$ cat src/rtl/iocb_pkg.sv
// Shared constants and carrier types for the I/O channel byte interface.
package iocb_pkg;

  // ****************************************
  // Sizing
  // ****************************************
  localparam int SUBCH_MAX = 256;
  localparam int SUBCH_W = 8;
  localparam int SCW_WORDS = 4;
  localparam int SCW_WORD_W = 2;
  localparam int SHARED_SCW = 16;
  localparam int SHARED_IDX_W = 4;
  localparam int CU_MAX = 8;
  localparam int CU_W = 3;
  localparam int ADDR_W = 10;
  localparam logic [1:0] CFG_32 = 2'h0;
  localparam logic [1:0] CFG_64 = 2'h1;
  localparam logic [1:0] CFG_128 = 2'h2;
  localparam logic [1:0] CFG_256 = 2'h3;
  localparam logic [7:0] ZERO_BYTE = 8'h00;
  localparam logic [3:0] ONE_STEP = 4'h1;

  // ****************************************
  // Timing
  // ****************************************
  localparam int CLK_HZ = 40000000;
  localparam int BYTE_RATE_HZ = 50000;
  localparam int BURST_RATE_HZ = 180000;
  localparam int BYTE_CYC = CLK_HZ / BYTE_RATE_HZ;
  localparam int BURST_CYC = CLK_HZ / BURST_RATE_HZ;
  localparam int PACE_W = 10;

  // ****************************************
  // Extended status word layout and link carrier types
  // ****************************************
  typedef struct packed {
    logic [2:0] detect_unit;
    logic [2:0] cause_unit;
    logic [3:0] good_retries;
    logic [3:0] chan_retries;
    logic [1:0] valid;
    logic [3:0] progress;
    logic [11:0] spare;
  } iocb_esw_t;

  typedef struct packed {
    logic [7:0] data;
    logic strobe;
  } iocb_byte_t;

  typedef struct packed {
    logic we;
    logic [ADDR_W-1:0] addr;
    logic [31:0] wdata;
  } iocb_cs_t;

  typedef enum logic [1:0] {
    ERR_NONE, ERR_CHANNEL, ERR_CPU
  } iocb_err_t;

endpackage

$ cat src/rtl/iocb_channel.sv
// Channel end of the tagged byte interface with subchannel bookkeeping.
`timescale 1ns/10ps
module iocb_channel (
  // Clock and reset
  input wire logic CORE_CLK,
  input wire logic RESETN,
  // Mode and configuration
  input wire logic BYTE_MODE,
  input wire logic BURST_MODE,
  input wire logic [1:0] SUBCH_CFG,
  // Link from control unit
  input wire iocb_pkg::iocb_byte_t CU_IN,
  input wire logic CU_WRITE,
  input wire logic CU_DISCONNECT,
  input wire logic [2:0] CU_ADDR,
  input wire logic CU_RETRY_REQ,
  // Link to control unit
  output iocb_pkg::iocb_byte_t CH_OUT,
  output logic SEL_RESET,
  // Processor side data
  input wire logic [7:0] HOST_WDATA,
  output logic [7:0] HOST_RDATA,
  output logic HOST_RVALID,
  // Subchannel bookkeeping
  input wire logic SAVE_REQ,
  input wire logic [7:0] SAVE_SUBCH,
  input wire logic [31:0] SAVE_WORD,
  output logic SUBCH_BAD,
  output logic SHARED_BUSY,
  // Error reporting
  input wire iocb_pkg::iocb_err_t ERR_IN,
  input wire logic [2:0] ERR_CAUSE,
  output iocb_pkg::iocb_cs_t CS_WR,
  output logic IO_INT
);

  // ****************************************
  // Reset release
  // ****************************************
  logic rst_meta_q, rst_n_q;
  always_ff @(posedge CORE_CLK or negedge RESETN) begin
    if (!RESETN) begin
      rst_meta_q <= 1'b0;
      rst_n_q <= 1'b0;
    end else begin
      rst_meta_q <= 1'b1;
      rst_n_q <= rst_meta_q;
    end
  end

  // Subchannel limit for the configured size.
  function automatic logic [8:0] subch_limit(input logic [1:0] cfg);
    unique case (cfg)
      iocb_pkg::CFG_32: subch_limit = 9'd32;
      iocb_pkg::CFG_64: subch_limit = 9'd64;
      iocb_pkg::CFG_128: subch_limit = 9'd128;
      iocb_pkg::CFG_256: subch_limit = 9'(iocb_pkg::SUBCH_MAX);
    endcase
  endfunction

  // ****************************************
  // Strobe handshake
  // ****************************************
  typedef enum logic [1:0] {HS_IDLE, HS_ANSWER, HS_PACE} iocb_hs_t;
  iocb_hs_t hs_q, hs_d;
  iocb_pkg::iocb_byte_t out_q, out_d;
  logic [7:0] rdata_q, rdata_d;
  logic rvalid_q, rvalid_d;
  logic [iocb_pkg::PACE_W-1:0] pace_q, pace_d;
  logic sel_rst_q, sel_rst_d;
  logic unit_ok;
  assign unit_ok = ({1'b0, CU_ADDR} < 4'(iocb_pkg::CU_MAX));

  always_comb begin
    hs_d = hs_q;
    out_d = out_q;
    rdata_d = rdata_q;
    rvalid_d = 1'b0;
    pace_d = pace_q;
    sel_rst_d = CU_DISCONNECT;
    if (CU_DISCONNECT) begin
      hs_d = HS_IDLE;
      out_d = '0;
    end else begin
      unique case (hs_q)
        HS_IDLE: begin
          // Strobe answered only when inbound strobe seen and unit legal.
          if (CU_IN.strobe && unit_ok) begin
            out_d.strobe = 1'b1;
            if (CU_WRITE) begin
              out_d.data = HOST_WDATA;
            end else begin
              rdata_d = CU_IN.data;
              rvalid_d = 1'b1;
            end
            hs_d = HS_ANSWER;
          end
        end
        HS_ANSWER: begin
          // Hold the answer until the inbound strobe drops.
          if (!CU_IN.strobe) begin
            out_d.strobe = 1'b0;
            // Byte mode waits out a fixed gap so the link never beats its rate.
            // Strobes that arrive meanwhile wait; the control unit holds them.
            pace_d = BURST_MODE ?
              iocb_pkg::PACE_W'(iocb_pkg::BURST_CYC) :
              iocb_pkg::PACE_W'(iocb_pkg::BYTE_CYC);
            hs_d = BYTE_MODE ? HS_PACE : HS_IDLE;
          end
        end
        HS_PACE: begin
          pace_d = pace_q - 1'b1;
          if (pace_q <= iocb_pkg::PACE_W'(1)) begin
            hs_d = HS_IDLE;
          end
        end
        default: hs_d = HS_IDLE;
      endcase
    end
  end

  always_ff @(posedge CORE_CLK or negedge rst_n_q) begin
    if (!rst_n_q) begin
      hs_q <= HS_IDLE;
      out_q <= '0;
      rdata_q <= iocb_pkg::ZERO_BYTE;
      rvalid_q <= 1'b0;
      pace_q <= '0;
      sel_rst_q <= 1'b0;
    end else begin
      hs_q <= hs_d;
      out_q <= out_d;
      rdata_q <= rdata_d;
      rvalid_q <= rvalid_d;
      pace_q <= pace_d;
      sel_rst_q <= sel_rst_d;
    end
  end

  // ****************************************
  // Subchannel control word saving
  // ****************************************
  // Shared words are owned by one device at a time; only a busy bit is recorded
  // per word, so a second device cannot overwrite the active state.
  logic [iocb_pkg::SHARED_SCW-1:0] sh_busy_q, sh_busy_d;
  logic [1:0] wcnt_q, wcnt_d;
  logic saving_q, saving_d;
  logic [7:0] sub_q, sub_d;
  logic bad_q, bad_d;
  logic shbusy_o_q, shbusy_o_d;
  logic is_shared;
  logic [3:0] sh_idx;
  assign is_shared = (SAVE_SUBCH[7:4] == 4'h0);
  assign sh_idx = SAVE_SUBCH[3:0];

  always_comb begin
    sh_busy_d = sh_busy_q;
    wcnt_d = wcnt_q;
    saving_d = saving_q;
    sub_d = sub_q;
    bad_d = 1'b0;
    shbusy_o_d = 1'b0;
    if (CU_DISCONNECT) begin
      sh_busy_d = '0;
      saving_d = 1'b0;
    end else if (saving_q) begin
      wcnt_d = wcnt_q + 1'b1;
      if (wcnt_q == 2'(iocb_pkg::SCW_WORDS - 1)) begin
        saving_d = 1'b0;
      end
    end else if (SAVE_REQ) begin
      if ({1'b0, SAVE_SUBCH} >= subch_limit(SUBCH_CFG)) begin
        bad_d = 1'b1;
      end else if (is_shared && sh_busy_q[sh_idx]) begin
        // The owner cannot be told apart from a newcomer here, so any save
        // to an owned shared word is refused until a selective reset.
        shbusy_o_d = 1'b1;
      end else begin
        // Non-shared words map one-to-one onto a device address.
        sub_d = SAVE_SUBCH;
        saving_d = 1'b1;
        wcnt_d = '0;
        if (is_shared) begin
          sh_busy_d[sh_idx] = 1'b1;
        end
      end
    end
  end

  always_ff @(posedge CORE_CLK or negedge rst_n_q) begin
    if (!rst_n_q) begin
      sh_busy_q <= '0;
      wcnt_q <= '0;
      saving_q <= 1'b0;
      sub_q <= '0;
      bad_q <= 1'b0;
      shbusy_o_q <= 1'b0;
    end else begin
      sh_busy_q <= sh_busy_d;
      wcnt_q <= wcnt_d;
      saving_q <= saving_d;
      sub_q <= sub_d;
      bad_q <= bad_d;
      shbusy_o_q <= shbusy_o_d;
    end
  end

  // ****************************************
  // Status storing and command retry
  // ****************************************
  typedef enum logic [1:0] {ST_IDLE, ST_CSW, ST_ESW} iocb_st_t;
  iocb_st_t st_q, st_d;
  iocb_pkg::iocb_esw_t esw_q, esw_d;
  iocb_pkg::iocb_cs_t cs_q, cs_d;
  logic int_q, int_d;

  always_comb begin
    st_d = st_q;
    esw_d = esw_q;
    cs_d = '0;
    int_d = 1'b0;
    // Command retry is counted but never interrupts.
    if (CU_RETRY_REQ && esw_q.good_retries != 4'hf) begin
      esw_d.good_retries = esw_q.good_retries + iocb_pkg::ONE_STEP;
    end
    unique case (st_q)
      ST_IDLE: begin
        if (ERR_IN != iocb_pkg::ERR_NONE) begin
          esw_d.detect_unit = (ERR_IN == iocb_pkg::ERR_CPU) ?
            3'h0 : 3'h1;
          esw_d.cause_unit = ERR_CAUSE;
          esw_d.chan_retries = esw_q.chan_retries + iocb_pkg::ONE_STEP;
          esw_d.valid = 2'h3;
          esw_d.progress = {2'h0, hs_q};
          st_d = ST_CSW;
        end
      end
      ST_CSW: begin
        cs_d.we = 1'b1;
        cs_d.addr = '0;
        cs_d.wdata = {sub_q, rdata_q, 8'h00, CU_IN.data};
        st_d = ST_ESW;
      end
      ST_ESW: begin
        cs_d.we = 1'b1;
        cs_d.addr = iocb_pkg::ADDR_W'(1);
        cs_d.wdata = esw_q;
        int_d = 1'b1;
        st_d = ST_IDLE;
      end
      default: st_d = ST_IDLE;
    endcase
    if (saving_q) begin
      cs_d.we = 1'b1;
      cs_d.addr = {sub_q, wcnt_q};
      cs_d.wdata = SAVE_WORD;
    end
  end

  always_ff @(posedge CORE_CLK or negedge rst_n_q) begin
    if (!rst_n_q) begin
      st_q <= ST_IDLE;
      esw_q <= '0;
      cs_q <= '0;
      int_q <= 1'b0;
    end else begin
      st_q <= st_d;
      esw_q <= esw_d;
      cs_q <= cs_d;
      int_q <= int_d;
    end
  end

  assign CH_OUT = out_q;
  assign SEL_RESET = sel_rst_q;
  assign HOST_RDATA = rdata_q;
  assign HOST_RVALID = rvalid_q;
  assign SUBCH_BAD = bad_q;
  assign SHARED_BUSY = shbusy_o_q;
  assign CS_WR = cs_q;
  assign IO_INT = int_q;

endmodule

$ cat config.mk
export PLATFORM = sky130hd
export DESIGN_NAME = iocb_channel
export DESIGN_NICKNAME = d
export VERILOG_FILES = /design/src/rtl/iocb_pkg.sv /design/src/rtl/iocb_channel.sv
export SDC_FILE = /design/constraint.sdc
export NUM_CORES = 1
export LEC_CHECK = 0
export ABC_AREA = 1
export BUFFER_PORTS_ARGS = -buffer_cell sky130_fd_sc_hd__clkbuf_2
export CELL_PAD_IN_SITES_DETAIL_PLACEMENT = 1
export CELL_PAD_IN_SITES_GLOBAL_PLACEMENT = 1
export CORE_MARGIN = 2
export CORE_UTILIZATION = 42
export CTS_CLUSTER_SIZE = 16
export DETAILED_ROUTE_END_ITERATION = 8
export PLACE_DENSITY = 0.81
export SETUP_SLACK_MARGIN = 0.02
export SKIP_LAST_GASP = 1
export SLEW_MARGIN = 30
export SYNTH_ARGS = -nofsm -noshare
export SYNTH_HDL_FRONTEND = slang
export SYNTH_SLANG_ARGS = --single-unit
$ cat constraint.sdc
create_clock -name CORE_CLK -period 9.85 [get_ports CORE_CLK]
set_input_delay 1.97 -clock CORE_CLK [delete_from_list [all_inputs] [get_ports CORE_CLK]]
set_output_delay 1.97 -clock CORE_CLK [all_outputs]
set_load 0.02 [all_outputs]
Yosys cells after proc, flatten, opt, wreduce, memory -nomap -nowiden --
Cells that the tools add are included.
Storage, ports and cells: logic and storage cells 143, output and inout bits 65, flip-flop bits (word level) 125, input port bits 75
Operators by class: mux-type cells 58, equal/unequal tests 20, bitwise logic cells 6, reductions and logical operators 25, add/subtract/negate cells 4, order comparisons 4
Operator list (number):
- $mux W16 | 6
- $pmux W43 S2 | 1
- $mux W9 | 5
- $mux W43 | 1
- $pmux W9 S4 | 1
- $mux W1 | 24
- $mux W10 | 2
- $mux W2 | 10
- $pmux W10 S2 | 1
- $mux W8 | 2
- $or A16 B16 Y16 | 1
- $reduce_bool A2 Y1 | 8
- $ne A2 B2 Y1 const B | 7
- $eq A2 B2 Y1 const B | 6
- $reduce_and A3 Y1 | 4
- $le A10 B1 Y1 const B | 1
- $reduce_and A5 Y1 | 2
- $sub A10 B1 Y10 const B | 1
- $ge A8 B9 Y1 | 1
- $ne A3 B3 Y1 const B | 3
- $add A4 B1 Y4 const B | 2
- $reduce_and A4 Y1 | 2
- $eq A2 B1 Y1 const B | 3
- $logic_not A2 Y1 | 3
- 14 further kinds | 20

Depth between registers and ports, before layout --
Gate-level depths: netlist of the first run.
word-level depth 11, gate-level depth with buffers 14, gate-level depth less buffers 14

Worst setup path after synthesis of the first run --
No wires, ideal clock.
kind input -> register, start input SUBCH_CFG[0], end register sub_q[0], library setup time 0.126 ns, required time 9.724 ns, data arrival time 3.217 ns, buffers on the path 1, path slack 6.507 ns, stages on the path 13, cell sequence nor2_1 -> ha_1 -> inv_1 -> nor2_1 -> nand3_1 -> nand2_1 -> nand2_1 -> nand2_1 -> a21oi_4 -> nand2_4 -> nor2_8 -> buf_8 -> o21ai_0
On the way: longest elaborated chain between the ends 8, elaborated cells between the ends (all ways) 11, classes of those cells 1 x order compare; 3 x eq/ne; 4 x mux; 1 x bitwise; 2 x reduce/logical
Ends and longest elaborated chain:
- from (decl) | RTL line iocb_channel.sv:10 | input wire logic [1:0] SUBCH_CFG,
- $eq A2 B2 Y1, or another cell as far along | RTL line iocb_channel.sv:53 | unique case (cfg)
- $pmux W9 S4 (*) | RTL line iocb_channel.sv:53
- $mux W9 (*) | RTL line iocb_channel.sv:171 | end else if (SAVE_REQ) begin
- $mux W9 (*) | RTL line iocb_channel.sv:166 | end else if (saving_q) begin
- $mux W9 (*) | RTL line iocb_channel.sv:163 | if (CU_DISCONNECT) begin
- $ge A8 B9 Y1 (*) | RTL line iocb_channel.sv:172 | if ({1'b0, SAVE_SUBCH} >= subch_limit(SUBCH_CFG)) begin
- $not A1 Y1 (no line) (*)
- $reduce_and A5 Y1 (no line) (*)
- to (signal assigned) | RTL line iocb_channel.sv:202 | sub_q <= sub_d;
- to (decl) | RTL line iocb_channel.sv:148 | logic [7:0] sub_q, sub_d;
Mark *: on every way between the ends. The rest lies on a longest branch, timed or not. The select of a mux whose other input is x is not followed. A chain may end at the register's enable or synchronous reset.

Worst setup path in the final report of the first run --
start input SAVE_SUBCH[0], end register sub_q[5]
On the way: longest elaborated chain between the ends 5, elaborated cells between the ends (all ways) 7, classes of those cells 1 x order compare; 2 x mux; 2 x bitwise; 2 x reduce/logical
Ends and longest elaborated chain:
- from (decl) | RTL line iocb_channel.sv:26 | input wire logic [7:0] SAVE_SUBCH,
- $bmux W1 S4 | RTL line iocb_channel.sv:174 | end else if (is_shared && sh_busy_q[sh_idx]) begin
- $mux W1 (not written as such) | RTL line iocb_channel.sv:174
- $logic_and A1 B1 Y1 | RTL line iocb_channel.sv:174
- $not A1 Y1 (no line)
- $reduce_and A5 Y1 (no line) (*)
Marked as above.

==> results of run 1 <==
## layer usage
layer / up-vias / wire, um / track usage
met1: 2349 / 6490 / 0.275
met3: 29 / 870 / 0.0642
met5: - / 0 / 0
met2: 145 / 8250 / 0.420
met4: 0 / 349 / 0.0979
li1: 2268 / - / -
## kinds of logic after synthesis
family | Yosys count | share of synthesized area
xor gates and xnor gates | 7 | 0.0112
DFF | 123 | 0.563
buffers and inverters | 116 | 0.0860
adders and majority gates | 10 | 0.0229
AOI/OAI and AO/OA | 97 | 0.102
other | 1 | 0.000685
and+or+nand+nor | 278 | 0.212
muxes | 1 | 0.00206
## final timing paths
| kind | from | to | slack (ns) |
|---|---|---|---|
| setup reg to reg | saving_q | wcnt_q[0] | 7.56 |
| hold / removal | rst_meta_q | rst_n_q | 0.35 |
| hold reg to reg | rst_meta_q | rst_n_q | 0.35 |
| setup / recovery | SAVE_SUBCH[0] | sub_q[5] | 6.31 |
| min in group asynchronous | rst_n_q | CH_OUT[2] | 0.38 |
| max in group asynchronous | rst_n_q | CS_WR[21] | 8.14 |
## registers in the layout (all words and copies together), names as in the netlist, 2 cells and up
signal and count:
wcnt_q 2, sh_busy_q 16, CH_OUT 9, hs_q 2, sub_q 8, CS_WR 43
HOST_RDATA 8, pace_q 10, st_q 2, esw_q 15
## synth_stat cells, drive strengths merged
master and count:
or2 1, conb 1, o21ai 52, mux2 1, a2bb2oi 1, nand4 19, o211ai 9, ha 10
a22oi 3, nand2 179, inv 97, nor3 2, nor2 48, clkbuf 12, o22ai 2, xor2 7
buf 7, dfrtp 123, nand3 28, a21oi 29, nor4 1, o221ai 1
## layout make-up
type,count,area share
Inverter,97,0.0525
Timing Repair Buffer,138,0.100
Clock inverter,15,0.0321
Multi-Input combinational cell,394,0.278
Clock buffer,17,0.0614
Sequential cell,123,0.445
Tap cell,172,0.0311
## power groups by stage
stage / Clock, mW / Sequential (mW) / Combinational [mW]
floorplan: 0 / 0.754 / 0.199
global placement: 0 / 0.692 / 0.387
detailed placement: 0 / 0.700 / 0.409
CTS: 0.696 / 0.695 / 0.426
global route: 0.717 / 0.711 / 0.466
finish: 0.687 / 0.696 / 0.420
## metrics by stage
stage          worst slack, ns  power, mW  cells  cell area (sq um)
6_report                  6.31       1.80    956               6930
5_1_grt                   6.14       1.89    956               6930
4_1_cts                   6.31       1.82    956               6930
3_5_place_dp              5.98       1.11    924               6280
3_3_place_gp              6.06       1.08    924               6280
2_1_floorplan             6.17      0.952    633               5470
==> results.ini, run 1 <==
[detailed_routing]
drt_first_pass_iters=5
drc=0
wl_per_cell_um=16.7
ant_nets=0
drt-vias-per-instance=5.01
drt_wl_total_um=16000
vias=4791
drtIter0Drc=208

[logic_synthesis]
synth_cell_type_count=36
synth.top_cell.area_share=0.563
yosysSeqAreaShare=0.563
synth-warning-count=0
synthCells=633
synth.avg_cell_area_sq_um=8.64
synth_area_leaders=dfrtp_1 (56%), nand2_1 (12%), inv_1 (6.5%)
syn_area_sq_um=5470
synth_fp_nets=718
yosysTopAreaCell=dfrtp_1
yosys_register_bits=123

[finish]
layout_commonest_cell=nand2_1
seq_area_sq_um=3080
nets=856
multi_input_area_sq_um=1930
nFillCells=1560
drive_above_1_share=0.236
synthToLayoutAreaGrowth_pct=26.7
final_util=0.547
antenna_cells=0
final_cell_mix=nand2_1 (177), clkbuf_2 (136), dfrtp_1 (122), inv_1 (95), o21ai_0 (46)

[clock_network]
clk_path_buf_depth=2
numClockSinks=123
cts_resized=0
ctsHoldBuffers=0
cts.htree.levels=4
cts_tree=yes
clock_latency_ns=0.42
numCtsBuffers=17
cts-root-buf=clkbuf_16
post-cts-setup-buffer-count=0
clk_pin_slew_ns=0.06

[sta]
period_needed_ns=3.54
clock_skew_ns=0.00528
hold_slack_ns=0.353
slew_violations=0
setup_viol=0
fmax_mhz=282
hold_viol_final=0
worstMarginPinSlew_ns=0.841
grt_setup_unrepaired=false
finalCritPeriodShare=0.360
slew_headroom=0.439
fin_tns_setup_ns=0

[global_route]
grt_max_degree=67
grt_pass1_wl_um=26100
antenna_found_initial=0
track_usage=0.239
overflow=0
grt_pass1_vias=5237

[setup_path]
cp_common_cell=nand2_1
slowest_delay_ns=0.43
cp.arrival_ns=3.87
worst-path-buf-inv=2
crit_type=primary input to register
cp.depth=13
cp_max_fo=17
crit_path_end_kind=register
cp-start-kind=primary input
rr_worst_depth=6
required_ns=10.18
critPathTopFamily=simple AND/OR/NAND/NOR gates
worstPathCellList=clkbuf_2, inv_2, nand2_1, nand2_1, nand2_1, nand2_1, nand2_1, nand2_2, o21ai_4, nand2_4, nor2_8, nand2_1, o21ai_0
slowest_stage=o21ai_4

[place]
dp_hpwl_um=10800
io_buffers=136
place.gp.congestion=0.824

[floorplanning]
fp.dieW_um=118
start_util=0.432
die_area_sq_um=14000
ios=140
core_sq_um=12700
std_cell_rows=41
fp.dieH_um=118

[power]
p_leak_nw=3.69
pwr-share-seq=0.386
p_sw_uw=604
power_frac_clock=0.381
peakVddDrop_v=0.0000890
intPower_mw=1.20
swShare=0.335
powerDensity_nw_per_um2=260
combPwrFrac=0.233

[min_path]
hold_class=register to register
min_delay_path_depth=0

[run]
maxCapViolCount=0

[run_status]
outcome=finished, final reports clean

No activity file was read; power rests on OpenSTA's default activity.
==> run 2: changes to the inputs <==
CORE_UTILIZATION = 35   (was 42)
PLACE_DENSITY = 0.71   (was 0.81)
clock period = 3.1 ns   (was 9.85 ns; I/O delays follow)
==> run 2 against run 1 <==
Die area up 19%; core utilization down 8.9 points; largest power group unchanged; total power rose to 3.1 times the previous value; highest routed layer unchanged; cell count up 4.6%; critical path type is now register to register; design area up 0.83%; sequential cell count unchanged; sequential power rose to 3.1 times the previous value; clock power rose to 2.9 times the previous value; hold slack worse by 0.17 ns.
==> results.ini, run 2 (synthesis gave the netlist of run 1 again) <==
[run_status]
outcome=finished, final reports clean  ; unchanged

[sta]
fmax_mhz=480
fin_tns_setup_ns=0  ; unchanged
finalCritPeriodShare=0.672
period_needed_ns=2.08
slew_violations=0  ; unchanged
slew_headroom=0.550  ; was 0.439
setup_viol=0  ; unchanged
grt_setup_unrepaired=false  ; unchanged
worstMarginPinSlew_ns=0.673  ; was 0.841 ns
hold_viol_final=0  ; unchanged
clock_skew_ns=0.00795  ; was 0.00528 ns
hold_slack_ns=0.186  ; was 0.353 ns

[finish]
drive_above_1_share=0.238  ; was 0.236
final_util=0.458  ; was 0.547
stdcell_count=1000  ; was 956
largest_reg_flops=43  ; unchanged
synthToLayoutAreaGrowth_pct=27.7  ; was 26.7%
final_cell_mix=nand2_1 (177), clkbuf_2 (136), dfrtp_1 (122), inv_1 (95)  ; was nand2_1 (177), clkbuf_2 (136), dfrtp_1 (122), inv_1 (95), o21ai_0 (46)
layout_commonest_cell=nand2_1  ; unchanged
nets=861  ; was 856
antenna_cells=0  ; unchanged

[run]
maxCapViolCount=0  ; unchanged

[global_route]
grt_pass1_wl_um=24700  ; was 26100 um
grt_pass1_vias=5027  ; was 5237
grt_max_degree=63  ; was 67
antenna_found_initial=0  ; unchanged
overflow=0  ; unchanged
track_usage=0.192  ; was 0.239

[detailed_routing]
drt-vias-per-instance=4.69  ; was 5.01
ant_nets=0  ; unchanged
drt_first_pass_iters=5  ; unchanged
vias=4694  ; was 4791
drc=0  ; unchanged
drt_wl_total_um=15100  ; was 16000 um
wl_per_cell_um=15.1  ; was 16.7 um
drtIter0Drc=228  ; was 208

[floorplanning]
die_area_sq_um=16600  ; was 14000 sq um
core_sq_um=15300  ; was 12700 sq um
std_cell_rows=45  ; was 41
fp.dieH_um=129  ; was 118 um
fp.dieW_um=129  ; was 118 um
start_util=0.359  ; was 0.432
ios=140  ; unchanged

[min_path]
hold_class=register to async pin  ; was register to register

[clock_network]
numCtsBuffers=17  ; unchanged
post-cts-setup-buffer-count=0  ; unchanged
clk_pin_slew_ns=0.06  ; about the same
clk_path_buf_depth=2  ; unchanged
cts_tree=yes  ; unchanged
cts.htree.levels=4  ; unchanged
clock_latency_ns=0.42  ; about the same
numClockSinks=123  ; unchanged
cts-root-buf=clkbuf_16  ; unchanged

[setup_path]
cp.arrival_ns=2.38  ; was 3.87 ns
reg2reg_slack_ns=1.02  ; was 7.56 ns
worst-path-buf-inv=3  ; was 2
critPathTopFamily=simple AND/OR/NAND/NOR gates  ; unchanged
cp-start-kind=register  ; was primary input
crit_type=register to register  ; was primary input to register
slowest_stage=dfrtp_1  ; was o21ai_4
required_ns=3.40  ; was 10.18 ns
slowest_delay_ns=0.42  ; was 0.43 ns
crit_path_end_kind=register  ; unchanged
worstPathCellList=inv_1, nor2_2, inv_2, nor2_1, o22ai_1, inv_1, o21ai_0, nand2_1, nand2_1  ; was clkbuf_2, inv_2, nand2_1, nand2_1, nand2_1, nand2_1, nand2_1, nand2_2, o21ai_4, nand2_4, nor2_8, nand2_1, o21ai_0
cp_max_fo=9  ; was 17

[place]
dp_hpwl_um=11000  ; was 10800 um
io_buffers=136  ; unchanged
dpl.cell_count=967  ; was 924
place.gp.congestion=0.809  ; was 0.824

[power]
p_leak_nw=3.72  ; was 3.69 nW
finalPower_mw=5.50  ; was 1.80 mW
powerDensity_nw_per_um2=788  ; was 260 nW/um^2
peakVddDrop_v=0.000406  ; was 0.0000890 V

run 2: changes by cell type in the layout (fill, tap and decap cells not counted), moves of 2 or more:
cell and delta:
clkbuf_8 +5, clkinv_2 +2, clkinvlp_4 -4, buf_4 +3, bufinv_16 -3
run 2: layout make-up:
type                            count  area, sq um
Clock buffer                       22          494
Clock inverter                     10          113
Fill cell                        1826         8270
Inverter                           97          364
Multi-Input combinational cell    394         1920
Sequential cell                   123         3080
Tap cell                          211          264
Timing Repair Buffer              143          748
run 2: layer usage:
metal	routed length (um)	vias to the layer above	global-route usage
li1	-	2284	-
met1	6490	2256	0.228
met2	7590	134	0.338
met3	776	20	0.0528
met4	250	0	0.0633
met5	0	-	0
run 2: worst paths after layout:
| kind | cells after the start | start | endpoint |
|---|---|---|---|
| worst max-delay path | 9 | hs_q[1] | pace_q[5] |
| worst min-delay path | 0 | rst_n_q | pace_q[0] |
| worst max register to register | 9 | hs_q[1] | pace_q[5] |
| worst min register to register | 0 | rst_n_q | pace_q[0] |
| max in group asynchronous | 1 | rst_n_q | esw_q[26] |
| min in group CORE_CLK | 0 | rst_meta_q | rst_n_q |
run 2: stage by stage:
stage | setup WS (ns) | cell area (sq um)
4_1_cts | 0.953 | 6990
2_1_floorplan | 1.05 | 5470
5_1_grt | 0.806 | 6990
6_report | 1.02 | 6990
3_3_place_gp | 0.715 | 6370
3_5_place_dp | 0.644 | 6370
run 2: report_power, final:
group          switching, mW  internal [mW]
clock                  0.724           1.29
combinational          0.895          0.419
sequential             0.210           1.97
run 2: worst reg2reg max path, cell delays in order, from the launching register on:
cell and delay (ns):
dfrtp_1 0.42, inv_1 0.09, nor2_2 0.33, inv_2 0.12, nor2_1 0.21, o22ai_1 0.25
inv_1 0.28, o21ai_0 0.14, nand2_1 0.08, nand2_1 0.06
run 2: repair_timing:
action / in CTS / in global routing
gates resized for setup: 0 / 0
hold buffers: 1 / 0
endpoints found under the hold margin: 2 / 0
